[src/hw/stef_defs.svh]
/*
  Constants of the timer event-flag block: register offsets, field
  positions, masks, reset values and bus response codes.
  Assumes inclusion by bare name from the package and the design file.
*/
`ifndef STEF_DEFS_SVH
`define STEF_DEFS_SVH

// register byte offsets
`define STEF_ADDR_W       8
`define STEF_OFS_FLAG     8'h04
`define STEF_OFS_CLR      8'h08
`define STEF_OFS_EN       8'h0c

// event flag positions inside the flag, clear and enable registers
`define STEF_EVT_W        15
`define STEF_BIT_CMP0     0
`define STEF_BIT_REP      4
`define STEF_BIT_UPD      6
`define STEF_BIT_CAP0     7
`define STEF_BIT_CAP1     8
`define STEF_BIT_CH0_RISE 9
`define STEF_BIT_CH0_FALL 10
`define STEF_BIT_CH1_RISE 11
`define STEF_BIT_CH1_FALL 12
`define STEF_BIT_CNT_RST  13
`define STEF_BIT_IDLE     14

// live indicator positions in the flag register
`define STEF_BIT_BAL_CUR  16
`define STEF_BIT_BAL_IDLE 17
`define STEF_BIT_LVL0     20
`define STEF_BIT_LVL1     21

// dma enables sit this far above the matching interrupt enable
`define STEF_DMA_LSB      16

// bits 5 and 15 of each half are reserved
`define STEF_EVT_MASK     15'h7fdf
`define STEF_EN_MASK      32'h7fdf_7fdf

// reset values
`define STEF_RST_FLAG     15'h0000
`define STEF_RST_EN       32'h0000_0000

// bus
`define STEF_FULL_STRB    4'hf
`define STEF_RESP_OKAY    2'h0
`define STEF_RESP_SLVERR  2'h2

`endif

[src/hw/stef_pkg.sv]
/*
  Types of the timer event-flag block: event strobe bundle, register
  select and the whole state record of the top module.
  Assumes stef_defs.svh is on the include path.
*/
`include "stef_defs.svh"

package stef_pkg;

  // one-cycle strobes from the counter, compare and output logic
  typedef struct packed {
    logic       bal_idle;
    logic       dly_idle;
    logic       cnt_rst;
    logic       cap1;
    logic       cap0;
    logic       upd;
    logic       rep;
    logic [3:0] cmp;
  } stef_evt_t;

  typedef enum logic [1:0] {
    SEL_NONE,
    SEL_FLAG,
    SEL_CLR,
    SEL_EN
  } stef_sel_t;

  typedef struct packed {
    logic [`STEF_EVT_W-1:0]  flags;
    logic                    bal_idle;
    logic                    bal_cur;
    logic [1:0]              lvl;
    logic [1:0]              pre_q;
    logic [31:0]             en;
    logic                    awrdy;
    logic                    aw_ok;
    logic [`STEF_ADDR_W-1:0] awaddr;
    logic                    wrdy;
    logic                    w_ok;
    logic [31:0]             wdata;
    logic [3:0]              wstrb;
    logic                    bvalid;
    logic [1:0]              bresp;
    logic                    arrdy;
    logic                    rvalid;
    logic [31:0]             rdata;
    logic [1:0]              rresp;
    logic                    irq;
    logic                    dma;
  } stef_state_t;

endpackage : stef_pkg

[src/hw/stef_top.sv]
/*
  Event-flag, clear and enable registers of one sub timer of the
  high resolution timer unit, with an AXI4-Lite slave, one level
  interrupt and one level DMA request.
  Assumes event strobes, pre-outputs and levels come from logic on i_clk.
*/
// Decided for this implementation: the AXI4-Lite interface to the registers.
// Operation
// RL1 - software uses only full 32-bit word accesses on these registers
// RL2 - bits 21 and 20 show present output level of channels 1 and 0
// RL3 - bit 17 records driving channel at balanced idle entry
// RL4 - bit 16 shows channel currently driving in balanced mode
// RL5 - bit 14 set on delayed or balanced idle entry
// RL6 - bit 13 set on counter reset or roll-over
// RL7 - bits 10 and 12 set on pre-output falling to inactive
// RL8 - bits 9 and 11 set on pre-output rising to active
// RL9 - bits 8 and 7 set on capture 1 and capture 0 events
// RL10 - bit 6 set on each update event
// RL11 - bit 4 set on each repetition event
// RL12 - bits 3..0 set on compare events; bits 5 and 15 read zero
// RL13 - writing one to clear register bit clears that flag
// RL14 - live indicators ignore the clear register
// RL15 - dma enables at bits 30..16 gate the dma request
// RL16 - interrupt enables at bits 14..1 gate the interrupt
// RL17 - enable bit 0 gates compare 0 interrupt
// RL18 - flag, clear and enable registers read zero after reset
// RL19 - interrupt stays high while an enabled flag is set
`timescale 1ns/100ps
`default_nettype none
`include "stef_defs.svh"

module stef_top (
  input  wire logic                    i_clk,
  input  wire logic                    i_rst,
  input  wire logic                    i_ce,
  input  var  stef_pkg::stef_evt_t     i_evt,
  input  wire logic [1:0]              i_pre_out,
  input  wire logic [1:0]              i_chan_level,
  input  wire logic                    i_bal_cur,
  input  wire logic                    i_s_axi_awvalid,
  output logic                         o_s_axi_awready,
  input  wire logic [`STEF_ADDR_W-1:0] i_s_axi_awaddr,
  input  wire logic                    i_s_axi_wvalid,
  output logic                         o_s_axi_wready,
  input  wire logic [31:0]             i_s_axi_wdata,
  input  wire logic [3:0]              i_s_axi_wstrb,
  output logic                         o_s_axi_bvalid,
  input  wire logic                    i_s_axi_bready,
  output logic [1:0]                   o_s_axi_bresp,
  input  wire logic                    i_s_axi_arvalid,
  output logic                         o_s_axi_arready,
  input  wire logic [`STEF_ADDR_W-1:0] i_s_axi_araddr,
  output logic                         o_s_axi_rvalid,
  input  wire logic                    i_s_axi_rready,
  output logic [31:0]                  o_s_axi_rdata,
  output logic [1:0]                   o_s_axi_rresp,
  output logic                         o_irq,
  output logic                         o_dma_req
);

  //////////////////////////////////////////////////////////////////////////////

  stef_pkg::stef_state_t   r_reg;
  stef_pkg::stef_state_t   r_next;
  logic [`STEF_EVT_W-1:0]  evt_set;
  logic [`STEF_EVT_W-1:0]  clr_hit;
  logic [1:0]              rise;
  logic [1:0]              fall;
  logic                    wr_go;
  logic                    wr_full;
  stef_pkg::stef_sel_t     wr_sel;
  stef_pkg::stef_sel_t     rd_sel;

  function automatic stef_pkg::stef_sel_t reg_decode(input logic [`STEF_ADDR_W-1:0] a);
    logic [`STEF_ADDR_W-1:0] w;
    w = {a[`STEF_ADDR_W-1:2], 2'h0};
    if (w == `STEF_OFS_FLAG) begin
      reg_decode = stef_pkg::SEL_FLAG;
    end else if (w == `STEF_OFS_CLR) begin
      reg_decode = stef_pkg::SEL_CLR;
    end else if (w == `STEF_OFS_EN) begin
      reg_decode = stef_pkg::SEL_EN;
    end else begin
      reg_decode = stef_pkg::SEL_NONE;
    end
  endfunction : reg_decode

  // flag register image: indicators high, sticky flags low
  function automatic logic [31:0] flag_image(input stef_pkg::stef_state_t s);
    logic [31:0] v;
    v = 32'h0000_0000;
    // RL12 reserved read zero
    v[`STEF_EVT_W-1:0]      = s.flags & `STEF_EVT_MASK;
    // RL4 current channel
    v[`STEF_BIT_BAL_CUR]    = s.bal_cur;
    // RL3 idle channel
    v[`STEF_BIT_BAL_IDLE]   = s.bal_idle;
    // RL2 output levels
    v[`STEF_BIT_LVL0]       = s.lvl[0];
    v[`STEF_BIT_LVL1]       = s.lvl[1];
    flag_image = v;
  endfunction : flag_image

  //////////////////////////////////////////////////////////////////////////////
  // event collection

  // RL7 falling pre-output
  assign fall = ~i_pre_out & r_reg.pre_q;
  // RL8 rising pre-output
  assign rise = i_pre_out & ~r_reg.pre_q;

  always_comb begin
    evt_set                       = '0;
    // RL12 compare strobes
    evt_set[`STEF_BIT_CMP0+3:`STEF_BIT_CMP0] = i_evt.cmp;
    // RL11 repetition
    evt_set[`STEF_BIT_REP]        = i_evt.rep;
    // RL10 update
    evt_set[`STEF_BIT_UPD]        = i_evt.upd;
    // RL9 captures
    evt_set[`STEF_BIT_CAP0]       = i_evt.cap0;
    evt_set[`STEF_BIT_CAP1]       = i_evt.cap1;
    evt_set[`STEF_BIT_CH0_RISE]   = rise[0];
    evt_set[`STEF_BIT_CH0_FALL]   = fall[0];
    evt_set[`STEF_BIT_CH1_RISE]   = rise[1];
    evt_set[`STEF_BIT_CH1_FALL]   = fall[1];
    // RL6 counter reset
    evt_set[`STEF_BIT_CNT_RST]    = i_evt.cnt_rst;
    // RL5 idle entry
    evt_set[`STEF_BIT_IDLE]       = i_evt.dly_idle | i_evt.bal_idle;
  end

  assign wr_go   = r_reg.aw_ok & r_reg.w_ok & ~r_reg.bvalid;
  assign wr_full = (r_reg.wstrb == `STEF_FULL_STRB);
  assign wr_sel  = reg_decode(r_reg.awaddr);
  assign rd_sel  = reg_decode(i_s_axi_araddr);

  // RL13 one clears, zero keeps
  // RL1 partial strobes change nothing
  assign clr_hit = (wr_go && wr_full && wr_sel == stef_pkg::SEL_CLR) ?
                   (r_reg.wdata[`STEF_EVT_W-1:0] & `STEF_EVT_MASK) : '0;

  //////////////////////////////////////////////////////////////////////////////
  // next state

  always_comb begin
    r_next = r_reg;
    if (i_ce) begin
      // RL13 a set in the clearing cycle wins
      r_next.flags = ((r_reg.flags & ~clr_hit) | evt_set) & `STEF_EVT_MASK;
      // RL14 indicators only track hardware
      // RL2 output levels
      r_next.lvl   = i_chan_level;
      // RL4 current channel
      r_next.bal_cur = i_bal_cur;
      // RL3 latch on balanced idle entry
      if (i_evt.bal_idle) begin
        r_next.bal_idle = i_bal_cur;
      end
      r_next.pre_q = i_pre_out;

      // write side
      if (r_reg.bvalid && i_s_axi_bready) begin
        r_next.bvalid = 1'b0;
      end
      if (i_s_axi_awvalid && r_reg.awrdy) begin
        r_next.aw_ok  = 1'b1;
        r_next.awaddr = i_s_axi_awaddr;
      end
      if (i_s_axi_wvalid && r_reg.wrdy) begin
        r_next.w_ok  = 1'b1;
        r_next.wdata = i_s_axi_wdata;
        r_next.wstrb = i_s_axi_wstrb;
      end
      if (wr_go) begin
        r_next.aw_ok  = 1'b0;
        r_next.w_ok   = 1'b0;
        r_next.bvalid = 1'b1;
        r_next.bresp  = (wr_sel == stef_pkg::SEL_NONE || !wr_full) ?
                        `STEF_RESP_SLVERR : `STEF_RESP_OKAY;
        // RL15 dma enables, RL16 interrupt enables, RL17 bit 0
        if (wr_full && wr_sel == stef_pkg::SEL_EN) begin
          r_next.en = r_reg.wdata & `STEF_EN_MASK;
        end
      end

      // read side; answer one cycle after the address is taken
      if (i_s_axi_arvalid && r_reg.arrdy) begin
        r_next.rvalid = 1'b1;
        r_next.rresp  = `STEF_RESP_OKAY;
        unique case (rd_sel)
          stef_pkg::SEL_FLAG: r_next.rdata = flag_image(r_reg);
          // clear register is write-only
          stef_pkg::SEL_CLR:  r_next.rdata = 32'h0000_0000;
          stef_pkg::SEL_EN:   r_next.rdata = r_reg.en;
          stef_pkg::SEL_NONE: begin
            r_next.rdata = 32'h0000_0000;
            r_next.rresp = `STEF_RESP_SLVERR;
          end
        endcase
      end else if (r_reg.rvalid && i_s_axi_rready) begin
        r_next.rvalid = 1'b0;
      end

      // one write and one read in flight at a time
      r_next.awrdy = ~r_next.aw_ok & ~r_next.bvalid;
      r_next.wrdy  = ~r_next.w_ok & ~r_next.bvalid;
      r_next.arrdy = ~r_next.rvalid;

      // RL19 level interrupt while an enabled flag stands
      // RL16 gated by enables
      r_next.irq = |(r_next.flags & r_next.en[`STEF_EVT_W-1:0]);
      // RL15 dma gated by enables
      r_next.dma = |(r_next.flags & r_next.en[`STEF_DMA_LSB+`STEF_EVT_W-1:`STEF_DMA_LSB]);
    end
  end

  // RL18 everything reads zero after reset
  always_ff @(posedge i_clk or posedge i_rst) begin
    if (i_rst) begin
      r_reg <= '0;
    end else begin
      r_reg <= r_next;
    end
  end

  assign o_s_axi_awready = r_reg.awrdy;
  assign o_s_axi_wready  = r_reg.wrdy;
  assign o_s_axi_bvalid  = r_reg.bvalid;
  assign o_s_axi_bresp   = r_reg.bresp;
  assign o_s_axi_arready = r_reg.arrdy;
  assign o_s_axi_rvalid  = r_reg.rvalid;
  assign o_s_axi_rdata   = r_reg.rdata;
  assign o_s_axi_rresp   = r_reg.rresp;
  assign o_irq           = r_reg.irq;
  assign o_dma_req       = r_reg.dma;
endmodule : stef_top
`default_nettype wire

[config.mk]
export PLATFORM = sky130hd
export DESIGN_NAME = stef_top
export DESIGN_NICKNAME = d
export VERILOG_FILES = /design/src/hw/stef_pkg.sv /design/src/hw/stef_top.sv
export VERILOG_INCLUDE_DIRS = /design/src /design/src/hw
export SDC_FILE = /design/constraint.sdc
export NUM_CORES = 1
export LEC_CHECK = 0
export ABC_AREA = 1
export BUFFER_PORTS_ARGS = -buffer_cell sky130_fd_sc_hd__buf_2
export CAP_MARGIN = 15
export CORE_ASPECT_RATIO = 1.4
export CORE_MARGIN = 3
export CORE_UTILIZATION = 55
export DETAILED_ROUTE_END_ITERATION = 7
export GPL_TIMING_DRIVEN = 0
export MAX_ROUTING_LAYER = met4
export PLACE_DENSITY = 0.79
export SYNTH_ARGS = -nofsm -noshare
export SYNTH_HDL_FRONTEND = slang
export SYNTH_SLANG_ARGS = --single-unit
[constraint.sdc]
create_clock -name i_clk -period 3.73 [get_ports i_clk]
set_clock_uncertainty 0.05 [all_clocks]
set_input_delay 0 -clock i_clk [delete_from_list [all_inputs] [get_ports i_clk]]
set_output_delay 0 -clock i_clk [all_outputs]
set_load 0.01 [all_outputs]
Word-level counts from Yosys, hierarchy flattened
Cells that the tools add are included.
{"block": "word_totals", "reg_bits": 141, "output_inout_bits": 43, "input_bits": 76, "word_cells": 101}
{"block": "classes", "reduce_logical": 21, "n_eq_ne": 14, "muxes": 25, "bitwise_logic": 19}
{"operator": "2-to-1 mux 32 bit", "n": 3}
{"operator": "one-hot mux 32 bit (3 select lines)", "n": 1}
{"operator": "bitwise AND 15 bit", "n": 3}
{"operator": "2-to-1 mux 37 bit", "n": 1}
{"operator": "OR reduction 15 bit", "n": 2}
{"operator": "equality test 6 x 2 -> 1 bit (second input constant)", "n": 4}
{"operator": "2-to-1 mux 2 bit", "n": 8}
{"operator": "2-to-1 mux 15 bit", "n": 1}
{"operator": "NOT 15 bit", "n": 1}
{"operator": "bitwise OR 15 bit", "n": 1}
{"operator": "equality test 6 x 1 -> 1 bit (second input constant)", "n": 2}
{"operator": "AND reduction 2 bit", "n": 5}
{"operator": "2-to-1 mux 9 bit", "n": 1}
{"operator": "equality test 2 bit (second input constant)", "n": 4}
{"operator": "logical AND 1 bit", "n": 8}
{"operator": "2-to-1 mux 1 bit", "n": 8}
{"operator": "2-to-1 mux 3 bit", "n": 2}
{"operator": "NOT 1 bit", "n": 5}
{"operator": "bitwise AND 1 bit", "n": 4}
{"operator": "bitwise AND 2 bit", "n": 2}
{"operator": "equality test 4 bit (second input constant)", "n": 1}
{"operator": "zero test 2 bit", "n": 2}
{"operator": "inequality test 2 x 1 -> 1 bit (second input constant)", "n": 2}
{"operator": "NOT 2 bit", "n": 2}
{"operator": "other kinds (6)", "n": 6}

Depth between registers and ports, before layout
Gate-level depths: netlist of the first run.
{"block": "depth", "word_depth": 12, "mapped_depth": 14, "mapped_depth_nobuf": 13}

Worst setup path after synthesis of the first run
Ideal clock, no wire load.
{"block": "synth_timing", "path_type": "reg-to-reg", "from": "register r_reg, in the netlist o_s_axi_bvalid", "to": "register r_reg, in the netlist o_dma_req", "stages_incl_launch_ff": 15, "synth_period_minus_slack_ns": 1.745, "setup_slack_ns": 1.985, "required_ns": 3.563, "setup_time_ns": 0.117, "t_arrival_ns": 1.578, "cell_sequence": "dfrtp_1 -> inv_2 -> nand3_2 -> nor2_4 -> nand3_4 -> buf_6 -> buf_6 -> nand2_1 -> nand2_1 -> nand2_1 -> nand2_1 -> nor2_1 -> nand2_1 -> nor2_1 -> nor2_1"}
{"block": "synth_between", "elab_chain_cells": 10, "elab_cells_between_ends": 12, "classes_between": "mux (3); bitwise (6); reduce/logical (3)"}
{"element": "start: declaration", "line_no": "stef_top.sv:63", "source": "stef_pkg::stef_state_t r_reg;"}
{"element": "start signal: assignment", "line_no": "stef_top.sv:223", "source": "r_reg <= r_next;"}
{"element": "NOT 1 bit *", "line_no": "stef_top.sv:133", "source": "assign wr_go = r_reg.aw_ok & r_reg.w_ok & ~r_reg.bvalid;"}
{"element": "bitwise AND 1 bit *", "line_no": "stef_top.sv:133"}
{"element": "logical AND 1 bit (2 in series)", "line_no": "stef_top.sv:140", "source": "assign clr_hit = (wr_go && wr_full && wr_sel == stef_pkg::SEL_CLR) ?"}
{"element": "2-to-1 mux 15 bit", "line_no": "stef_top.sv:140"}
{"element": "NOT 15 bit", "line_no": "stef_top.sv:150", "source": "r_next.flags = ((r_reg.flags & ~clr_hit) | evt_set) & `STEF_EVT_MASK;"}
{"element": "bitwise AND 15 bit", "line_no": "stef_top.sv:150"}
{"element": "bitwise OR 15 bit", "line_no": "stef_top.sv:150"}
{"element": "bitwise AND 15 bit *", "line_no": "stef_top.sv:214", "source": "r_next.dma = |(r_next.flags & r_next.en[`STEF_DMA_LSB+`STEF_EVT_W-1:`STEF_DMA_LSB]);"}
{"element": "OR reduction 15 bit *", "line_no": "stef_top.sv:214"}
Every way passes the cells marked *; elsewhere a longest branch is shown, timed or not. The select of a mux whose other input is x is not followed.
A chain may end at the register's enable or synchronous reset.

Worst setup path after layout of the first run
Ends and elaborated chain as after synthesis.

==> qor.yml, run 1 <==
status:
  status: "finished, final reports clean"
timing:
  setup_violations: 0
  fin_crit_ns: 2.49
  maxSlewViolCount: 0
  rsz0062_at_grt: "no"
  fin_crit_sh_pct: 66.7
  fin_ws_ns: 1.24
  slew_headroom_pct: 53.1
  fmaxAchievable_mhz: 402
  max_slew.worst_pin.slew_ns: 0.704
  final_hold_viol_count: 0
yosys:
  synthSimpleGateAreaFrac_pct: 23.4
  synth_top_family_by_area: "simple AND/OR/NAND/NOR gates"
  yosysSeqAreaShare_pct: 52.2
  syn_inst: 751
  synthXorXnorAreaFrac_pct: 0
  synthesis.area_sq_mm: 0.00608
  synthFlopType: "dfrtp_1"
  syn-mean-instance-area_sq_um: 8.10
  synth_seq_cells: 127
  async_flop_share_pct: 100
  synth.mux.area_fraction_pct: 0
  synth_edf_count: 0
  synth_warnings: 0
  ys_types: 32
  synthAdderAreaFrac_pct: 0
  synth_compound_area_share_pct: 13.3
clock_network:
  path_clk_slew_ns: 0.06
  cts_resized: 0
  clock-sinks: 127
  cts_tree: "built"
  htree_levels: 4
  worstSkewPairLatency_ns: 0.43
  cts_root_buffer: "clkbuf_16"
  cts_buffer_depth: 2
  cts_buffers: 17
final_layout:
  largest_reg_flops: 88
  area_growth_pct: 33.5
  diodes: 0
  stdcell_count: 1096
  layout.nets: 1022
  drive_gt1_share_pct: 20.9
  fillCellCount: 764
critical_path:
  crit_fanout: 10
  crit_path_max_incr_delay_ns: 0.55
  cp_data_required_time_ns: 4.03
  reg2reg_from: "o_s_axi_bvalid"
  cpMaxStageDelayCell: "o21ai_0"
  cp-end-kind: "flip-flop"
  r2r_end: "o_dma_req"
  reg2reg_slack_ns: 1.24
  ff2ff_path_depth: 12
  worstSetupPathType: "reg2reg"
  crit_chain: "inv_2 > nand3_2 > nor2_4 > nand3_4 > clkbuf_1 > o21ai_0 > nand2_1 > nand2_1 > nor2_1 > nand2_1 > nor2_1 > nor2_1"
  critPathArrivalTime_ns: 2.78
  critPathLaunchType: "flip-flop"
power_and_ir_drop:
  peakVddDrop_uv: 515
  clkPwrFrac_pct: 39.7
  pwr-share-seq_pct: 41.2
  p_leak_uw: 0.00406
  finalPower_uw: 4470
  comb_power_share_pct: 19.1
  intPower_uw: 3130
  netSwitchingPower_uw: 1340
  switching_share_pct: 30.0
  power.density_mw_per_mm2: 550
route:
  vias_per_cell: 5.40
  drc: 0
  wire_per_inst_um: 17.4
  routed_wl_um: 19100
  drtIter0Drc: 486
  ant_nets: 0
  dr_total_vias: 5921
  dr.pass1.iters: 6
die:
  rows: 44
  initial_utilization_pct: 57.6
  ios: 119
  coreArea_sq_mm: 0.0106
  die-height_um: 130
  fp.dieW_um: 94.9
  dieArea_sq_mm: 0.0124
min_path:
  hp-class: "in2reg"
  hold_end: "o_s_axi_rdata[29]"
  hp-start: "i_s_axi_arvalid"
  hold_depth: 5
global_route:
  grt_first_pass_wirelength_um: 29900
  grt_overflow: 0
  grt_max_degree: 85
  track_usage_pct: 33.4
  antenna_found_initial: 0
  grt_pass1_vias: 5891
flow_run:
  max-cap-violations: 0
place:
  portBuffers: 107
  post-dp-hpwl_um: 12400
  place_ws_ns: 1.41
  place_congestion: 0.916
  dp.cells: 999
layout by cell type (no fill, tap or decap), drive strengths merged, types with 4 or more instances in the layout:
master / synthesis / final
o21ai: 92 / 92
dfrtp: 127 / 127
nor2: 49 / 49
dlygate4sd3: 0 / 66
inv: 65 / 65
a31oi: 19 / 19
nand4: 8 / 8
clkbuf: 23 / 45
nand2: 270 / 270
buf: 46 / 154
a22oi: 17 / 17
nand3: 19 / 19
bufinv: 0 / 4
o21a: 5 / 5
clkinv: 1 / 4
worst max-delay path by stage:
stage,startpoint,end,slack [ns]
6_report,o_s_axi_bvalid,o_dma_req,1.24
5_1_grt,o_s_axi_bvalid,o_dma_req,1.18
4_1_cts,o_s_axi_bvalid,o_dma_req,1.31
3_5_place_dp,o_s_axi_bvalid,o_dma_req,1.41
3_3_place_gp,i_rst,o_s_axi_rdata[15],-1.06
2_1_floorplan,i_rst,o_dma_req,0.30
cell usage after synthesis (3+ instances only):
cell,count,area (sq um)
a22oi_1,17,128
a31oi_1,19,119
inv_1,63,236
dfrtp_1,127,3180
nand2_1,265,995
o21ai_2,4,35.0
clkbuf_1,23,86.3
buf_6,3,33.8
nor2_1,46,173
nand4_1,8,50.1
nand2_2,5,31.3
nand3_1,17,85.1
buf_2,5,25.0
o21a_1,5,37.5
buf_4,36,270
o21ai_0,86,430
metrics by stage:
step	cell area (sq um)	TNS, ns	hold WS, ns	util [%]
floorplan	6090	0	0.0470	-
global placement	6800	-133.51	0.156	64.3
detailed placement	6830	0	-0.00744	64.6
CTS	8120	0	0.0327	76.9
global route	8120	0	0.0719	76.9
finish	8120	0	0.0536	76.9
per-layer routing:
metal	wire length (um)	part of all wire (%)	GRT usage (%)
met1	7440	39	39.9
met2	9850	52	56.2
met3	1230	6.4	6.30
met4	554	2.9	12.6
met5	0	0	-
power by group through the flow:
stage	sequential (uW)	clock, uW	combinational [uW]
6_report	1840	1770	852
2_1_floorplan	1810	0	502
4_1_cts	1830	1770	824
3_5_place_dp	1850	0	756
3_3_place_gp	1830	0	722
5_1_grt	1870	1830	948
cell type report:
class | count | area (sq um) | share of cell area (%)
timing repair buffer | 174 | 1220 | 15.1
clock inverter | 9 | 158 | 1.94
inverter | 66 | 253 | 3.11
multi-input combinational | 491 | 2240 | 27.6
clock buffer | 22 | 474 | 5.84
sequential | 127 | 3180 | 39.1
buffer | 69 | 423 | 5.21
tap | 138 | 173 | 2.13
logic make-up (layout without fill, tap and decap cells):
kind of cell / Yosys count / count (layout)
other: 1 / 3
DFF: 127 / 127
AOI/OAI and AO/OA: 139 / 139
and+or+nand+nor: 349 / 349
buffers and inverters: 135 / 340
critical path, delay by kind of cell (launching register included):
| family | cells | cell delay, ns |
|---|---|---|
| compound gates | 1 | 0.55 |
| simple gates | 9 | 0.99 |
| flops | 1 | 0.43 |
| buf+inv | 2 | 0.38 |
timing repair:
| action | 4_1_cts | 5_1_grt |
|---|---|---|
| hold endpoints to repair | 113 | 0 |
| hold buffers | 66 | 0 |
| buffers inserted | 0 | 0 |
(Power assumes the default switching activity.)
==> run 2, diff against run 1 <==
- CORE_UTILIZATION: 55 -> 50
- PLACE_DENSITY: 0.79 -> 0.75
- clock period: 3.73 -> 2.2 ns (I/O delays scaled with it)
==> run 2 against run 1 <==
Net effect: routed wire length fell by 6.7%; largest power group unchanged; highest routed layer unchanged; clock-buffer cell count grew 3; utilization down 7.5 points; largest cell class unchanged; clock power rose by 66%.
==> qor.yml, run 2 (synthesized netlist as in run 1, its figures left out) <==
critical_path:
  ff2ff_path_depth: 12  # unchanged
  cp_data_required_time_ns: 2.50  # -1.53 ns
  worstSetupPathType: "reg2reg"
  reg2reg_from: "o_s_axi_bvalid"
  r2r_end: "o_dma_req"
  crit_fanout: 10  # unchanged
  critPathLaunchType: "flip-flop"
  cp-endpoint: "o_dma_req"
  cp-end-kind: "flip-flop"
  critPathArrivalTime_ns: 2.37  # -0.41 ns
  reg2reg_slack_ns: 0.12  # -1.12 ns
  crit_start: "o_s_axi_bvalid"
route:
  wire_per_inst_um: 15.9  # -8.4%
  dr.pass1.iters: 6  # unchanged
  routed_wl_um: 17800  # -6.7%
  drc: 0  # unchanged
  dr_total_vias: 5820  # -1.7%
  vias_per_cell: 5.22  # -3.5%
  ant_nets: 0  # unchanged
  drtIter0Drc: 520  # +7.0%
place:
  post-dp-hpwl_um: 11900  # -4.6%
  portBuffers: 107  # unchanged
  dp.cells: 1010  # +1.1%
  place_congestion: 0.959  # +4.7%
  place_ws_ns: -0.0372  # -1.44 ns
timing:
  final_hold_viol_count: 0  # unchanged
  fin_ws_ns: 0.122  # -1.12 ns
  fin_crit_ns: 2.08  # -0.410 ns
  fmaxAchievable_mhz: 481  # +20%
  slew_headroom_pct: 54.2  # +1.1 points
  max_slew.worst_pin.slew_ns: 0.685  # -0.0191 ns
  setup_violations: 0  # unchanged
  fin_crit_sh_pct: 94.5  # +28 points
  maxSlewViolCount: 0  # unchanged
die:
  fp.dieW_um: 99.2  # +4.6%
  die-height_um: 137  # +4.7%
  rows: 47  # +6.8%
  dieArea_sq_mm: 0.0135  # +9.4%
  coreArea_sq_mm: 0.0119  # +12%
  initial_utilization_pct: 51.2  # -6.3 points
  ios: 119  # unchanged
clock_network:
  cts_buffer_depth: 2  # unchanged
  worstSkewPairLatency_ns: 0.42  # about the same
  htree_levels: 4  # unchanged
  path_clk_slew_ns: 0.05  # about the same
  cts_tree: "built"
  cts_root_buffer: "clkbuf_16"
  clock-sinks: 127  # unchanged
  cts_buffers: 17  # unchanged
power_and_ir_drop:
  peakVddDrop_uv: 605  # +18%
  power.density_mw_per_mm2: 910  # +65%
  p_leak_uw: 0.00412  # +1.5%
global_route:
  grt_pass1_vias: 5853  # -0.65%
  track_usage_pct: 28.3  # -5.1 points
  grt_first_pass_wirelength_um: 28900  # -3.3%
  grt_max_degree: 41  # -52%
  grt_overflow: 0  # unchanged
  antenna_found_initial: 0  # unchanged
final_layout:
  layout.nets: 1033  # +1.1%
  largest_reg_flops: 88  # unchanged
  drive_gt1_share_pct: 22.0  # +1.1 points
  area_growth_pct: 35.4
  mostFrequentLayoutCells: "nand2_1, dfrtp_1, buf_2, o21ai_0, dlygate4sd3_1"
  diodes: 0  # unchanged
  stdcell_count: 1116  # +1.8%
  final_common_cell: "nand2_1"
min_path:
  hp-class: "in2reg"
flow_run:
  max-cap-violations: 0  # unchanged
status:
  status: "finished, final reports clean"
==> run 2: cell types whose count changed in the layout (fill, tap and decap cells not counted), sizes merged <==
cell      previous run  this run
inv                 65        64
clkbuf              45        48
buf                154       165
clkinvlp             2         1
clkinv               4         3
==> run 2: worst min-delay path by stage <==
stage / from / to / slack, ns / depth (start not counted)
after floorplan: i_evt[10] / r_reg[126] / 0.05 / 1
after global placement: i_s_axi_awaddr[5] / r_reg[84] / 0.15 / 3
after detailed placement: i_rst / o_s_axi_rdata[22] / 0.05 / 2
after CTS: i_s_axi_arvalid / o_s_axi_rresp[1] / 0.04 / 5
after global routing: i_s_axi_arvalid / o_s_axi_rresp[1] / 0.07 / 5
final: i_s_axi_arvalid / o_s_axi_rresp[1] / 0.06 / 5
==> run 2: metal layers <==
layer	wire (um)	GRT usage (%)	up-vias	part of all wire, %
li1	-	-	2778	-
met1	6900	33.1	2682	39
met2	9040	48.4	305	51
met3	1190	4.74	55	6.7
met4	660	12.0	0	3.7
met5	0	-	-	0
==> run 2: where the power goes <==
group / total (uW) / switching, uW / internal (uW)
logic: 1440 / 893 / 552
clock network: 2940 / 963 / 1980
registers: 3110 / 291 / 2810
total: 7490 / 2150 / 5340
==> run 2: through the flow <==
stage	TNS, ns	total power, uW	hold WS (ns)	util (%)	cell area, sq um
2_1_floorplan	0	3920	0.0470	-	6090
3_3_place_gp	-27.70	4300	0.154	57.4	6810
3_5_place_dp	-0.0372	4360	0.0457	57.9	6870
4_1_cts	0	7400	0.0438	68.6	8150
5_1_grt	-0.000420	7850	0.0732	69.3	8230
6_report	0	7490	0.0618	69.3	8230
==> run 2: layout make-up <==
cell class | count | area [sq um]
fillers | 949 | 3640
flip-flops and latches | 127 | 3180
multi-input cells | 491 | 2250
repair buffers | 185 | 1320
clock buffers | 25 | 485
plain buffers | 69 | 429
inverters | 66 | 251
well taps | 147 | 184
clock inverters | 6 | 130
==> run 2: timing repair <==
| action | 4_1_cts | 5_1_grt |
|---|---|---|
| gates resized for setup | 2 | 9 |
| endpoints found under the setup margin | 2 | 2 |
| buffers inserted | 0 | 9 |
| hold endpoints to repair | 117 | 0 |
| hold buffers | 66 | 0 |
| pin swaps | 0 | 3 |
==> run 2: critical path, cell delays in order (launching register included) <==
cell	delay, ns
dfrtp_1	0.41
inv_2	0.07
nand3_2	0.13
nor2_4	0.19
nand3_4	0.09
buf_2	0.21
o21ai_0	0.45
nand2_1	0.10
nand2_1	0.09
nor2_1	0.04
nand2_1	0.05
nor2_1	0.04
nor2_1	0.08
